<file path="config.mk">
export PLATFORM = sky130hd
export DESIGN_NAME = iam_entry_match
export DESIGN_NICKNAME = d
export VERILOG_FILES = /design/src/design/iam_pkg.sv /design/src/design/iam_entry_match.sv /design/src/design/iam_addr_filter.sv
export SDC_FILE = /design/constraint.sdc
export NUM_CORES = 1
export LEC_CHECK = 0
export BUFFER_PORTS_ARGS = -buffer_cell sky130_fd_sc_hd__buf_2
export CAP_MARGIN = 20
export CORE_ASPECT_RATIO = 1.2
export CORE_MARGIN = 10
export CORE_UTILIZATION = 57
export DETAILED_ROUTE_END_ITERATION = 8
export PLACE_DENSITY_LB_ADDON = 0.05
export SYNTH_ARGS = -nofsm -noshare
export SYNTH_HDL_FRONTEND = slang
export SYNTH_SLANG_ARGS = --single-unit
export TNS_END_PERCENT = 30
</file>
<file path="constraint.sdc">
create_clock -name clk -period 2.38 [get_ports clk]
set_input_delay 0.119 -clock clk [delete_from_list [all_inputs] [get_ports clk]]
set_output_delay 0.119 -clock clk [all_outputs]
set_load 0.01 [all_outputs]
</file>
<file path="src/design/iam_pkg.sv">
// Constants shared by the access control entry match logic
package iam_pkg;

  // ----------------------------------------
  // Register offsets
  // ----------------------------------------
  localparam logic [7:0] OFS_CTRL = 8'h00;
  localparam logic [7:0] OFS_SIP_ADDR = 8'h04;
  localparam logic [7:0] OFS_SIP_MASK = 8'h08;
  localparam logic [7:0] OFS_DIP_ADDR = 8'h0C;
  localparam logic [7:0] OFS_DIP_MASK = 8'h10;
  localparam logic [7:0] OFS_NH_VAL = 8'h14;
  localparam logic [7:0] OFS_SIP6_ADDR = 8'h18;
  localparam logic [7:0] OFS_SIP6_MASK = 8'h1C;
  localparam logic [7:0] OFS_STATUS = 8'h20;

  // ----------------------------------------
  // Control field positions
  // ----------------------------------------
  localparam int unsigned FT_LSB = 0;
  localparam int unsigned FRAG_LSB = 2;
  localparam int unsigned OPT_LSB = 4;
  localparam int unsigned SIP_LSB = 6;
  localparam int unsigned DIP_LSB = 8;
  localparam int unsigned NH_LSB = 10;
  localparam int unsigned SIP6_LSB = 13;
  localparam int unsigned HOP_LSB = 14;
  localparam int unsigned CTRL_W = 16;

  // ----------------------------------------
  // Status field positions
  // ----------------------------------------
  localparam int unsigned ST_HIT_BIT = 0;
  localparam int unsigned ST_SEEN_BIT = 1;
  localparam int unsigned ST_CNT_LSB = 16;

  // ----------------------------------------
  // Reset values
  // ----------------------------------------
  localparam logic [15:0] CTRL_RST = 16'h0000;
  localparam logic [31:0] ADDR_RST = 32'h0000_0000;
  localparam logic [31:0] MASK_RST = 32'hFFFF_FFFF;
  localparam logic [7:0] NH_RST = 8'h00;

  // ----------------------------------------
  // Mode encodings
  // ----------------------------------------
  localparam logic [1:0] FT_ANY = 2'h0;
  localparam logic [1:0] FT_IPV4 = 2'h1;
  localparam logic [1:0] FT_IPV6 = 2'h2;

  localparam logic [1:0] TRI_ANY = 2'h0;
  localparam logic [1:0] TRI_NO = 2'h1;
  localparam logic [1:0] TRI_YES = 2'h2;

  localparam logic [1:0] AF_ANY = 2'h0;
  localparam logic [1:0] AF_HOST = 2'h1;
  localparam logic [1:0] AF_NET = 2'h2;

  localparam logic [2:0] NH_ANY = 3'h0;
  localparam logic [2:0] NH_SPECIFIC = 3'h1;
  localparam logic [2:0] NH_ICMP = 3'h2;
  localparam logic [2:0] NH_UDP = 3'h3;
  localparam logic [2:0] NH_TCP = 3'h4;

  // ----------------------------------------
  // Upper-layer protocol numbers
  // ----------------------------------------
  localparam logic [7:0] PROTO_ICMP6 = 8'h3A;
  localparam logic [7:0] PROTO_UDP = 8'h11;
  localparam logic [7:0] PROTO_TCP = 8'h06;

  // Three-way criterion: any, flag must be clear, flag must be set
  function automatic logic tri_ok(input logic [1:0] mode, input logic flag);
    case (mode)
      TRI_ANY: tri_ok = 1'b1;
      TRI_NO: tri_ok = !flag;
      TRI_YES: tri_ok = flag;
      default: tri_ok = 1'b0;
    endcase
  endfunction : tri_ok

endpackage : iam_pkg

</file>
<file path="src/design/iam_entry_match.sv">
// Match logic for one access control entry against parsed IP header fields
// Function
// - Fragment No blocks fragmented IPv4 frames; Yes needs fragment; Any ignores it
// - Options No blocks IPv4 frames with options; Yes needs options; Any ignores
// - Source IPv4 filter Any ignores the frame source address
// - Source IPv4 filter Host needs an exact source address match
// - Source IPv4 filter Network compares only bits set in the mask
// - Destination IPv4 filter Any ignores the frame destination address
// - Destination IPv4 filter Host needs an exact destination address match
// - Destination IPv4 filter Network compares only bits set in the mask
// - Next header filter Any ignores the IPv6 next header
// - Next header Specific needs next header equal to the configured byte
// - Next header ICMP, UDP or TCP needs that upper-layer protocol
// - IPv6 source filter Any ignores the IPv6 source address
// - IPv6 source Specific compares only the low 32 address bits
// - Zero bits of the IPv6 source mask are left out of the compare
// - Hop limit zero blocks nonzero hop limits; non-zero needs one; Any ignores
// - IPv4 criteria apply only to entries whose frame type is IPv4
`timescale 1ns/1ns
`default_nettype none
module iam_entry_match #(
  parameter int unsigned FRAG_OFF_W = 13
) (
  // Clock and reset
  input wire logic clk,
  input wire logic resetn,
  // Register port
  input wire logic [7:0] reg_addr,
  input wire logic [31:0] reg_wdata,
  input wire logic reg_wr,
  input wire logic reg_rd,
  output logic [31:0] reg_rdata_q,
  // Parsed frame header
  input wire logic hdr_valid,
  input wire logic hdr_is_ipv4,
  input wire logic hdr_is_ipv6,
  input wire logic more_fragments_flag,
  input wire logic [FRAG_OFF_W-1:0] fragment_offset_field,
  input wire logic hdr_options_flag,
  input wire logic [31:0] source_ipv4_addr,
  input wire logic [31:0] destination_ipv4_addr,
  input wire logic [7:0] hdr_next_header,
  input wire logic [31:0] source_v6_addr_low,
  input wire logic [7:0] hdr_hop_limit,
  // Match result
  output logic hit_valid_q,
  output logic hit_q
);

  generate
    if (FRAG_OFF_W < 1 || FRAG_OFF_W > 16) begin : g_bad_frag_w
      $error("iam_entry_match FRAG_OFF_W must be 1 to 16");
    end
  endgenerate

  // ----------------------------------------
  // Configuration registers
  // ----------------------------------------
  logic [15:0] ctrl_q;
  logic [31:0] sip_addr_q;
  logic [31:0] sip_mask_q;
  logic [31:0] dip_addr_q;
  logic [31:0] dip_mask_q;
  logic [7:0] nh_val_q;
  logic [31:0] sip6_addr_q;
  logic [31:0] sip6_mask_q;
  logic [15:0] hit_cnt_q;
  logic last_hit_q;
  logic seen_q;

  always_ff @(posedge clk or negedge resetn) begin
    if (!resetn) begin
      ctrl_q <= iam_pkg::CTRL_RST;
      sip_addr_q <= iam_pkg::ADDR_RST;
      sip_mask_q <= iam_pkg::MASK_RST;
      dip_addr_q <= iam_pkg::ADDR_RST;
      dip_mask_q <= iam_pkg::MASK_RST;
      nh_val_q <= iam_pkg::NH_RST;
      sip6_addr_q <= iam_pkg::ADDR_RST;
      sip6_mask_q <= iam_pkg::MASK_RST;
    end else if (reg_wr) begin
      case (reg_addr)
        iam_pkg::OFS_CTRL: ctrl_q <= reg_wdata[15:0];
        iam_pkg::OFS_SIP_ADDR: sip_addr_q <= reg_wdata;
        iam_pkg::OFS_SIP_MASK: sip_mask_q <= reg_wdata;
        iam_pkg::OFS_DIP_ADDR: dip_addr_q <= reg_wdata;
        iam_pkg::OFS_DIP_MASK: dip_mask_q <= reg_wdata;
        iam_pkg::OFS_NH_VAL: nh_val_q <= reg_wdata[7:0];
        iam_pkg::OFS_SIP6_ADDR: sip6_addr_q <= reg_wdata;
        iam_pkg::OFS_SIP6_MASK: sip6_mask_q <= reg_wdata;
        default: ;
      endcase
    end
  end

  // ----------------------------------------
  // Control fields
  // ----------------------------------------
  logic [1:0] ft_mode;
  logic [1:0] frag_mode;
  logic [1:0] opt_mode;
  logic [1:0] sip_mode;
  logic [1:0] dip_mode;
  logic [2:0] nh_mode;
  logic sip6_spec;
  logic [1:0] hop_mode;
  logic [1:0] sip6_af_mode;

  assign ft_mode = ctrl_q[iam_pkg::FT_LSB +: 2];
  assign frag_mode = ctrl_q[iam_pkg::FRAG_LSB +: 2];
  assign opt_mode = ctrl_q[iam_pkg::OPT_LSB +: 2];
  assign sip_mode = ctrl_q[iam_pkg::SIP_LSB +: 2];
  assign dip_mode = ctrl_q[iam_pkg::DIP_LSB +: 2];
  assign nh_mode = ctrl_q[iam_pkg::NH_LSB +: 3];
  assign sip6_spec = ctrl_q[iam_pkg::SIP6_LSB];
  assign hop_mode = ctrl_q[iam_pkg::HOP_LSB +: 2];
  assign sip6_af_mode = sip6_spec ? iam_pkg::AF_NET : iam_pkg::AF_ANY;

  // ----------------------------------------
  // Criteria
  // ----------------------------------------
  logic frag_seen;
  logic frag_ok;
  logic opt_ok;
  logic sip_ok;
  logic dip_ok;
  logic nh_ok;
  logic sip6_ok;
  logic hop_ok;
  logic v4_ok;
  logic v6_ok;
  logic hit_d;

  assign frag_seen = more_fragments_flag || (fragment_offset_field != '0);
  assign frag_ok = iam_pkg::tri_ok(frag_mode, frag_seen);
  assign opt_ok = iam_pkg::tri_ok(opt_mode, hdr_options_flag);
  assign hop_ok = iam_pkg::tri_ok(hop_mode, hdr_hop_limit != 8'h00);

  iam_addr_filter #(.W(32)) u_sip (
    .mode(sip_mode),
    .cfg_addr(sip_addr_q),
    .cfg_mask(sip_mask_q),
    .frame_addr(source_ipv4_addr),
    .match(sip_ok)
  );

  iam_addr_filter #(.W(32)) u_dip (
    .mode(dip_mode),
    .cfg_addr(dip_addr_q),
    .cfg_mask(dip_mask_q),
    .frame_addr(destination_ipv4_addr),
    .match(dip_ok)
  );

  // Low 32 source bits under the bitmask
  iam_addr_filter #(.W(32)) u_sip6 (
    .mode(sip6_af_mode),
    .cfg_addr(sip6_addr_q),
    .cfg_mask(sip6_mask_q),
    .frame_addr(source_v6_addr_low),
    .match(sip6_ok)
  );

  always_comb begin
    case (nh_mode)
      iam_pkg::NH_ANY: nh_ok = 1'b1;
      iam_pkg::NH_SPECIFIC: nh_ok = (hdr_next_header == nh_val_q);
      iam_pkg::NH_ICMP: nh_ok = (hdr_next_header == iam_pkg::PROTO_ICMP6);
      iam_pkg::NH_UDP: nh_ok = (hdr_next_header == iam_pkg::PROTO_UDP);
      iam_pkg::NH_TCP: nh_ok = (hdr_next_header == iam_pkg::PROTO_TCP);
      default: nh_ok = 1'b0;
    endcase
  end

  assign v4_ok = frag_ok && opt_ok && sip_ok && dip_ok;
  assign v6_ok = nh_ok && sip6_ok && hop_ok;

  // IPv4 criteria only for IPv4 entries
  always_comb begin
    case (ft_mode)
      iam_pkg::FT_ANY: hit_d = 1'b1;
      iam_pkg::FT_IPV4: hit_d = hdr_is_ipv4 && v4_ok;
      iam_pkg::FT_IPV6: hit_d = hdr_is_ipv6 && v6_ok;
      default: hit_d = 1'b0;
    endcase
  end

  // ----------------------------------------
  // Result
  // ----------------------------------------
  always_ff @(posedge clk or negedge resetn) begin
    if (!resetn) begin
      hit_valid_q <= 1'b0;
      hit_q <= 1'b0;
    end else begin
      hit_valid_q <= hdr_valid;
      hit_q <= hdr_valid && hit_d;
    end
  end

  // ----------------------------------------
  // Status: last result and hit count
  // ----------------------------------------
  logic status_clr;
  assign status_clr = reg_wr && (reg_addr == iam_pkg::OFS_STATUS);

  always_ff @(posedge clk or negedge resetn) begin
    if (!resetn) begin
      hit_cnt_q <= 16'h0000;
      last_hit_q <= 1'b0;
      seen_q <= 1'b0;
    end else begin
      if (status_clr) begin
        hit_cnt_q <= {15'h0000, hit_valid_q && hit_q};
        seen_q <= hit_valid_q;
      end else begin
        if (hit_valid_q && hit_q) begin
          hit_cnt_q <= hit_cnt_q + 16'h0001;
        end
        if (hit_valid_q) begin
          seen_q <= 1'b1;
        end
      end
      if (hit_valid_q) begin
        last_hit_q <= hit_q;
      end else if (status_clr) begin
        last_hit_q <= 1'b0;
      end
    end
  end

  // ----------------------------------------
  // Register read
  // ----------------------------------------
  logic [31:0] status_word;
  always_comb begin
    status_word = 32'h0000_0000;
    status_word[iam_pkg::ST_HIT_BIT] = last_hit_q;
    status_word[iam_pkg::ST_SEEN_BIT] = seen_q;
    status_word[iam_pkg::ST_CNT_LSB +: 16] = hit_cnt_q;
  end

  always_ff @(posedge clk or negedge resetn) begin
    if (!resetn) begin
      reg_rdata_q <= 32'h0000_0000;
    end else if (reg_rd) begin
      case (reg_addr)
        iam_pkg::OFS_CTRL: reg_rdata_q <= {16'h0000, ctrl_q};
        iam_pkg::OFS_SIP_ADDR: reg_rdata_q <= sip_addr_q;
        iam_pkg::OFS_SIP_MASK: reg_rdata_q <= sip_mask_q;
        iam_pkg::OFS_DIP_ADDR: reg_rdata_q <= dip_addr_q;
        iam_pkg::OFS_DIP_MASK: reg_rdata_q <= dip_mask_q;
        iam_pkg::OFS_NH_VAL: reg_rdata_q <= {24'h000000, nh_val_q};
        iam_pkg::OFS_SIP6_ADDR: reg_rdata_q <= sip6_addr_q;
        iam_pkg::OFS_SIP6_MASK: reg_rdata_q <= sip6_mask_q;
        iam_pkg::OFS_STATUS: reg_rdata_q <= status_word;
        default: reg_rdata_q <= 32'h0000_0000;
      endcase
    end else begin
      reg_rdata_q <= 32'h0000_0000;
    end
  end

  // ----------------------------------------
  // Assertions
  // ----------------------------------------
  a_frag_no_block: assert property (
    @(posedge clk) disable iff (!resetn)
    (hdr_valid && ft_mode == iam_pkg::FT_IPV4 && frag_mode == iam_pkg::TRI_NO && frag_seen) |=> !hit_q)
    else $error("fragmented frame hit with fragment criterion No");

  a_opt_yes_need: assert property (
    @(posedge clk) disable iff (!resetn)
    (hdr_valid && ft_mode == iam_pkg::FT_IPV4 && opt_mode == iam_pkg::TRI_YES && !hdr_options_flag)
    |=> (hit_valid_q && !hit_q))
    else $error("frame without options hit with options criterion Yes");

  a_sip_host_exact: assert property (
    @(posedge clk) disable iff (!resetn)
    (hdr_valid && ft_mode == iam_pkg::FT_IPV4 && sip_mode == iam_pkg::AF_HOST && source_ipv4_addr != sip_addr_q)
    |=> !hit_q)
    else $error("source host filter hit on different address");

  a_sip_net_mask: assert property (
    @(posedge clk) disable iff (!resetn)
    (hdr_valid && ft_mode == iam_pkg::FT_IPV4 && sip_mode == iam_pkg::AF_NET
     && ((source_ipv4_addr ^ sip_addr_q) & sip_mask_q) != 32'h0000_0000) |=> !hit_q)
    else $error("source network filter hit outside mask");

  a_dip_host_exact: assert property (
    @(posedge clk) disable iff (!resetn)
    (hdr_valid && ft_mode == iam_pkg::FT_IPV4 && dip_mode == iam_pkg::AF_HOST
     && destination_ipv4_addr != dip_addr_q) |=> !hit_q)
    else $error("destination host filter hit on different address");

  a_dip_net_mask: assert property (
    @(posedge clk) disable iff (!resetn)
    (hdr_valid && ft_mode == iam_pkg::FT_IPV4 && dip_mode == iam_pkg::AF_NET
     && ((destination_ipv4_addr ^ dip_addr_q) & dip_mask_q) != 32'h0000_0000) |=> !hit_q)
    else $error("destination network filter hit outside mask");

  a_nh_tcp_num: assert property (
    @(posedge clk) disable iff (!resetn)
    (hdr_valid && ft_mode == iam_pkg::FT_IPV6 && nh_mode == iam_pkg::NH_TCP && hdr_next_header != 8'h06)
    |=> !hit_q)
    else $error("TCP next header filter hit on other protocol");

  a_sip6_mask_low: assert property (
    @(posedge clk) disable iff (!resetn)
    (hdr_valid && ft_mode == iam_pkg::FT_IPV6 && sip6_spec
     && ((source_v6_addr_low ^ sip6_addr_q) & sip6_mask_q) != 32'h0000_0000) |=> !hit_q)
    else $error("IPv6 source filter hit outside bitmask");

  a_hop_zero_block: assert property (
    @(posedge clk) disable iff (!resetn)
    (hdr_valid && ft_mode == iam_pkg::FT_IPV6 && hop_mode == iam_pkg::TRI_NO && hdr_hop_limit != 8'h00)
    |=> !hit_q)
    else $error("nonzero hop limit hit with hop criterion zero");

  a_any_entry_hit: assert property (
    @(posedge clk) disable iff (!resetn)
    (hdr_valid && ctrl_q == 16'h0000) |=> (hit_valid_q && hit_q))
    else $error("entry with all criteria any failed to hit");

  a_v4_on_v6_frame: assert property (
    @(posedge clk) disable iff (!resetn)
    (hdr_valid && ft_mode == iam_pkg::FT_IPV4 && !hdr_is_ipv4) |=> !hit_q)
    else $error("IPv4 entry hit on a non IPv4 frame");

endmodule : iam_entry_match
`default_nettype wire

</file>
<file path="src/design/iam_addr_filter.sv">
// Address filter: any, exact host, or masked network compare
`timescale 1ns/1ns
`default_nettype none
module iam_addr_filter #(
  parameter int unsigned W = 32
) (
  // Configuration
  input wire logic [1:0] mode,
  input wire logic [W-1:0] cfg_addr,
  input wire logic [W-1:0] cfg_mask,
  // Frame field
  input wire logic [W-1:0] frame_addr,
  // Result
  output logic match
);

  generate
    if (W < 1) begin : g_bad_width
      $error("iam_addr_filter width must be at least one");
    end
  endgenerate

  always_comb begin
    case (mode)
      iam_pkg::AF_ANY: match = 1'b1;
      iam_pkg::AF_HOST: match = (frame_addr == cfg_addr);
      iam_pkg::AF_NET: match = (((frame_addr ^ cfg_addr) & cfg_mask) == '0);
      default: match = 1'b0;
    endcase
  end

endmodule : iam_addr_filter
`default_nettype wire

</file>
==> run metrics, run 1 <==
WL final 48000 um; Mapped Nets 1245; skew final 0.0184 ns; cell accounting for the most synthesized area dfrtp_1; count of cell types in the netlist 53; Nets 1496; maximum vdd drop 0.000495 V; Total GRT Usage 30.6%; clk buf depth 3; count leader, synth dfrtp_1; Slew HR 60.7%; cts bufs inserted 28; Mapped Cells 1070; worst-margin pin slew 0.588 ns; largest net degree at the start of global routing 71; area of the multi-input gates 0.00629 sq mm; cell-internal power 8.25 mW; Buffers on Ports 207; via count 10700; die height 188 um; die area 0.0301 sq mm; Final Max Slew Viols 0; Arrival @ worst endpoint 2.75 ns; core area 0.0232 sq mm; # IOs 208; Comb power frac 11.7%; Pleak 7.70 nW; worst-path maximum fanout 3; FF/Latch Area 0.00683 sq mm; first-pass GRT wire length 70800 um; ys flop type dfrtp_1; Ys Warns 0; share of the synthesized area in the top cell type 32.0%; pwr/cell area 693 mW/mm^2; final total power 11.2 mW; DRT iter0 DRCs 1046; crit path launch type register; Avg Cell Area, Syn 12.6 sq um; final hold vios 0; gr ovfl total 0; detailed-route wire length per cell 28.9 um; Final Critical Period 2.27 ns; max-cap check violation count 0; Synth-to-Final Area Change 20.9%; DRT Pass-1 Iters 7; Setup crit end kind register; Worst Path Class, Setup reg -> reg; Root Buffer clkbuf_16; DRC 0; last weighted congestion value of the routability-driven placer 1.02; Final TNS setup 0 ns; clock sinks 268; Post-Syn Area 0.0134 sq mm; Die W 160 um; status complete, no violations; Detail Placement HPWL 35700 um; number of global-route vias before repair 11100; HP Class in -> reg; # fillers 1753; most frequent cells after synthesis dfrtp_1, mux2_2, xor2_1; #FFs+latches synth 268; Reg clk slew, reported paths 0.06 ns; share of layout cells above drive strength 1 40.6%; register area share after synthesis 50.8%; Post-synth EDFFs 0; worst endpoint required time 2.86 ns; clock power share 41.1%; endpoints failing setup 0; Skew-Pair Late Insertion Delay 0.56 ns; Post-DRT Antenna Nets 0; reg2reg setup slack 0.11 ns; CTS tree built; fraction of registers with async set/reset 100%; Starting Density 57.9%; RSZ-0062 raised after global routing false; Net Sw Power 2.99 mW; drt via density 6.42; switching share of power 26.6%; FMAX 0.440 GHz; Rows 61; sequential power share 47.2%; antenna violations before repair 1; Area contributors post-synth dfrtp_1, dfstp_2, mux2_2, xor2_1, mux2_1; Final Cycle Share 95.5%; H-tree levels 1
## through the flow
step,std cells,setup slack (ns),hold WS (ns),util [%],instance area [sq um]
3_3_place_gp,1572,0.0680,0.122,64.3,14900
6_report,1658,0.107,0.0447,70.0,16200
4_1_cts,1657,0.0205,0.0360,69.9,16200
3_5_place_dp,1572,0.0685,0.122,64.3,14900
5_1_grt,1658,0.0554,0.0514,70.0,16200
2_1_floorplan,1070,0.668,-0.177,-,13400
## final cells by class
class / instances / area share [%]
Antenna cell: 1 / 0.0154
Clock buffer: 44 / 5.25
Clock inverter: 7 / 0.694
Inverter: 7 / 0.162
Multi-Input combinational cell: 740 / 38.8
Sequential cell: 268 / 42.1
Tap cell: 315 / 2.43
Timing Repair Buffer: 276 / 10.6
## power by group through the flow
stage,Combinational (mW),Clock [mW],Sequential [mW]
finish,1.31,4.62,5.31
detailed placement,1.25,0,5.37
floorplan,0.673,0,5.20
global placement,1.23,0,5.36
global route,1.41,4.82,5.34
CTS,1.30,4.63,5.30
## registers in the layout (all words and copies together) (netlist names), 8 cells and up
name,flops
ctrl_q,16
dip_addr_q,32
dip_mask_q,32
hit_cnt_q,16
nh_val_q,8
reg_rdata_q,32
sip6_addr_q,32
sip6_mask_q,32
sip_addr_q,32
sip_mask_q,32
## layer usage
layer / routed length, um / up-vias / GRT usage [%]
met5: 0 / - / 0
li1: - / 4543 / -
met4: 2010 / 0 / 12.3
met1: 18900 / 5439 / 38.9
met3: 3740 / 120 / 5.63
met2: 23400 / 548 / 50.4
## critical path: stages, from the launching register on
cell and delay [ns]:
dfrtp_1 0.40, xor2_1 0.18, a22o_1 0.28, a221oi_2 0.34
nand4_1 0.23, o31ai_1 0.39, a32oi_1 0.21, o2bb2ai_1 0.18
## repair_timing
action / in CTS / in global routing
hold buffers: 34 / 0
hold endpoints to repair: 287 / 0
gates resized for setup: 0 / 1
buffers inserted: 0 / 0
setup endpoints to repair: 0 / 1
## cells by family after synthesis
logic type               synth area share [%]
AND/OR/NAND/NOR                          5.76
buffers and inverters                    2.37
AO/OA/AOI/OAI                            12.6
flip-flops                               50.8
multiplexers                             21.1
XOR/XNOR                                 7.30
adder cells (fa/ha/maj)                0.0931
## cell usage in the layout (no fill, tap or decap), types with 3 or more instances in the layout
cell	netlist	routed
clkbuf_1	18	8
dfrtp_1	172	172
a22oi_1	65	65
o21ai_0	14	14
dfstp_2	96	96
a221oi_1	27	26
a21o_1	15	15
buf_2	26	205
nor4_1	22	22
nor2b_1	5	5
mux2_2	145	145
nor3_1	3	3
a22o_1	14	14
buf_4	8	30
and3_1	5	5
a222oi_1	8	8
o22ai_1	16	16
nor2_2	6	6
a221oi_2	4	5
nand3_1	18	18
dlygate4sd3_1	0	34
or3_1	4	4
bufinv_16	0	3
mux2_1	76	76
clkbuf_8	0	7
a31oi_1	18	18
mux2i_1	34	34
clkbuf_16	0	29
xor2_1	105	105
nand2_1	24	24
xnor2_1	7	7
nand4_1	16	16
nor2_1	22	22
clkinv_2	0	3
inv_1	7	7
o21a_1	3	3
buf_12	0	6
a21oi_1	39	39
## path summary, 6_finish.rpt
path,from,endpoint,cells after the start
hold reg to reg,seen_q,seen_q,1
min in group asynchronous,resetn,dip_addr_q[17],2
setup reg to reg,sip6_addr_q[14],hit_q,7
max in group asynchronous,resetn,sip_mask_q[10],3
setup / recovery,sip6_addr_q[14],hit_q,7
hold / removal,reg_wr,seen_q,3
(Power assumes the default switching activity.)
==> run 2: changes to the inputs <==
--- a/config.mk
+++ b/config.mk
@@ -5,13 +5,15 @@
 export SDC_FILE = /design/constraint.sdc
 export NUM_CORES = 1
 export LEC_CHECK = 0
+export ABC_AREA = 1
 export BUFFER_PORTS_ARGS = -buffer_cell sky130_fd_sc_hd__buf_2
 export CAP_MARGIN = 20
 export CORE_ASPECT_RATIO = 1.2
 export CORE_MARGIN = 10
-export CORE_UTILIZATION = 57
+export CORE_UTILIZATION = 58
 export DETAILED_ROUTE_END_ITERATION = 8
 export PLACE_DENSITY_LB_ADDON = 0.05
+export SETUP_SLACK_MARGIN = 0.2
 export SYNTH_ARGS = -nofsm -noshare
 export SYNTH_HDL_FRONTEND = slang
 export SYNTH_SLANG_ARGS = --single-unit
==> run metrics, run 2 <==
commonest non-fill, non-tap cell in the layout nand2_1 (was buf_2); crit path launch type register (unchanged); Finished Core Util 69.7% (was 70.0%); most frequent cells after synthesis nand2_1, o21ai_0, inv_1 (was dfrtp_1, mux2_2, xor2_1); H-tree levels 1 (unchanged); CTS tree built (unchanged); max-cap check violation count 0 (unchanged); reg2reg setup slack 0.39 ns (was 0.11 ns); Resized Gates After CTS 0 (unchanged); Post-synth EDFFs 0 (unchanged); WP buf/inv 1 (was 0); # IOs 208 (unchanged); dpl ws 0.215 ns (was 0.0685 ns); Starting Density 58.4% (was 57.9%); #FFs+latches synth 268 (unchanged); count of cell types in the netlist 45 (was 53); register area share after synthesis 49.1% (was 50.8%); endpoints failing setup 0 (unchanged); clk buf depth 3 (unchanged); Post-DRT Antenna Nets 0 (unchanged); Slew HR 43.0% (was 60.7%); FMAX 0.503 GHz (was 0.440 GHz); CP delay by family, top simple AND/OR/NAND/NOR gates (was compound AO/OA/AOI/OAI gates); Mapped Cells 1795 (was 1070); via count 13600 (was 10700); post-CTS setup buffer count 0 (unchanged); worst-path maximum fanout 3 (unchanged); gr ovfl total 0 (unchanged); Nets 2203 (was 1496); last weighted congestion value of the routability-driven placer 0.984 (was 1.02); Final Cycle Share 83.5% (was 95.5%); adder-cell area share of the yosys netlist 0.0899% (was 0.0932%); post-synthesis mux area share 0% (was 21.1%); detailed-route wire length per cell 21.7 um (was 28.9 um); drt via density 5.75 (was 6.42); Rows 62 (was 61); setup ws final 0.393 ns (was 0.107 ns); CP peak stage delay 0.41 ns (was 0.40 ns); number of global-route vias before repair 13200 (was 11100); share of the synthesized area in the top cell type 30.9% (was 32.0%); die area 0.0306 sq mm (was 0.0301 sq mm); DRT iter0 DRCs 1504 (was 1046); clock sinks 268 (unchanged); Final TNS setup 0 ns (unchanged); Reg clk slew, reported paths 0.06 ns (about the same); Cells after DPL 2299 (was 1572); largest net degree at the start of global routing 67 (was 71); worst endpoint required time 2.85 ns (was 2.86 ns); DRC 0 (unchanged); worst-margin pin slew 0.855 ns (was 0.588 ns); Root Buffer clkbuf_16 (unchanged); core area 0.0238 sq mm (was 0.0232 sq mm); WL final 51500 um (was 48000 um); Buffers on Ports 207 (unchanged); Non-Filler Instances 2371 (was 1658); share of layout cells above drive strength 1 22.0% (was 40.6%); pwr/cell area 669 mW/mm^2 (was 693 mW/mm^2); count leader, synth nand2_1 (was dfrtp_1); HP Class in -> reg (unchanged); Synth Area in Compound Gates 16.6% (was 12.6%); commonest non-fill, non-tap cells in the layout nand2_1, o21ai_0, buf_2 (was buf_2, dfrtp_1, mux2_2); Post-Syn Area 0.0139 sq mm (was 0.0134 sq mm); # fillers 2008 (was 1753); Hold-fix buffers, CTS 18 (was 34); Post-Synth XOR/XNOR Area 2.71% (was 7.30%); CP Cell Sequence xnor2_1 > inv_1 > nand2_1 > nand4_1 > nor2_1 > nand3_1 > nand2_1 > nand3_1 > nand2_1 > nand2_1 > a21oi_1 (was xor2_1 > a22o_1 > a221oi_2 > nand4_1 > o31ai_1 > a32oi_1 > o2bb2ai_1); cell accounting for the most synthesized area dfrtp_1 (unchanged); hold wc startpoint reg_wdata[24] (was reg_wr); Arrival @ worst endpoint 2.46 ns (was 2.75 ns); die height 190 um (was 188 um); Ys Warns 0 (unchanged); DRT Pass-1 Iters 6 (was 7); slowest stage cell, crit path dfrtp_1 (unchanged); Setup crit end kind register (unchanged); Synth-to-Final Area Change 19.3% (was 20.9%); Worst Path Class, Setup reg -> reg (unchanged); R2R depth 11 (was 7); Pleak 7.77 nW (was 7.70 nW); maximum vdd drop 0.000582 V (was 0.000495 V); antenna violations before repair 1 (unchanged); Die W 161 um (was 160 um); WHS Endpoint sip6_addr_q[24] (was seen_q); Skew-Pair Late Insertion Delay 0.55 ns (was 0.56 ns); cts bufs inserted 29 (was 28); RSZ-0062 raised after global routing false (unchanged); Critical R2R Launch dip_addr_q[26] (was sip6_addr_q[14]); Post-Synth Simple-Gate Area 24.1% (was 5.76%); first-pass GRT wire length 77700 um (was 70800 um); status complete, no violations (unchanged); Mapped Nets 1970 (was 1245); Detail Placement HPWL 39200 um (was 35700 um); Final Max Slew Viols 0 (unchanged); Avg Cell Area, Syn 7.75 sq um (was 12.6 sq um); Final Critical Period 1.99 ns (was 2.27 ns); cell mode on critical path nand2_1; Worst R2R End hit_q (unchanged); main combinational cell family by area after synthesis simple AND/OR/NAND/NOR gates (was multiplexers); ys flop type dfrtp_1 (unchanged); Total GRT Usage 32.9% (was 30.6%); final hold vios 0 (unchanged); Area contributors post-synth dfrtp_1, dfstp_2, nand2_1, o21ai_0, inv_1 (was dfrtp_1, dfstp_2, mux2_2, xor2_1, mux2_1); skew final 0.00887 ns (was 0.0184 ns); hold path cells 3 (unchanged); fraction of registers with async set/reset 100% (unchanged)
[run 2: changes by cell type after synthesis, sizes merged, moves of 85 or more]
| cell | change |
|---|---|
| inv | +196 |
| nand2 | +559 |
| nor2 | +94 |
| mux2 | -221 |
| xor2 | -85 |
| o21ai | +251 |
[run 2: cell type report]
| cell class | count | area, sq um | share of cell area [%] |
|---|---|---|---|
| sequential | 268 | 6830 | 41.1 |
| multi-input combinational | 1266 | 6070 | 36.5 |
| timing repair buffer | 260 | 1550 | 9.34 |
| clock buffer | 37 | 806 | 4.85 |
| inverter | 203 | 762 | 4.59 |
| tap | 320 | 400 | 2.41 |
| clock inverter | 16 | 186 | 1.12 |
| antenna | 1 | 2.50 | 0.0151 |
[run 2: worst max path at each step]
stage | from | to | depth (start not counted)
after global placement | reg_addr[7] | reg_rdata_q[4] | 11
after detailed placement | reg_addr[7] | reg_rdata_q[2] | 9
after CTS | dip_addr_q[31] | hit_q | 13
after floorplan | hit_cnt_q[0] | hit_cnt_q[14] | 10
final | dip_addr_q[26] | hit_q | 11
after global routing | dip_addr_q[31] | hit_q | 13
[run 2: cell families (layout without fill, tap and decap cells)]
logic type	Yosys count	in the layout
compound gates	401	401
fa+ha+maj	1	1
other cells	0	1
flops	268	268
simple gates	821	821
xor+xnor	43	43
buf+inv	261	516
[run 2: layer usage]
layer / vias up / global-route usage (%) / wire [um]
met2: 694 / 54.4 / 24600
met1: 6476 / 40.8 / 19500
met5: - / 0 / 0
met3: 138 / 5.25 / 4370
met4: 0 / 17.4 / 3030
li1: 6324 / - / -
[run 2: worst min-delay path, stage by stage]
cell	delay (ns)
buf_2	0.08
inv_1	0.14
o21ai_0	0.19
[run 2: power breakdown]
part	internal, mW	switching, mW
sequential	4.87	0.258
clock	2.82	1.89
combinational	0.459	0.812
[run 2: metrics by stage]
step           hold WS, ns  power (mW)  area [sq um]
6_report            0.0106        11.1         16600
5_1_grt             0.0341        11.5         16600
4_1_cts            0.00507        11.1         16600
3_5_place_dp         0.117        6.42         15400
3_3_place_gp         0.115        6.39         15400
2_1_floorplan       -0.177        5.77         13900
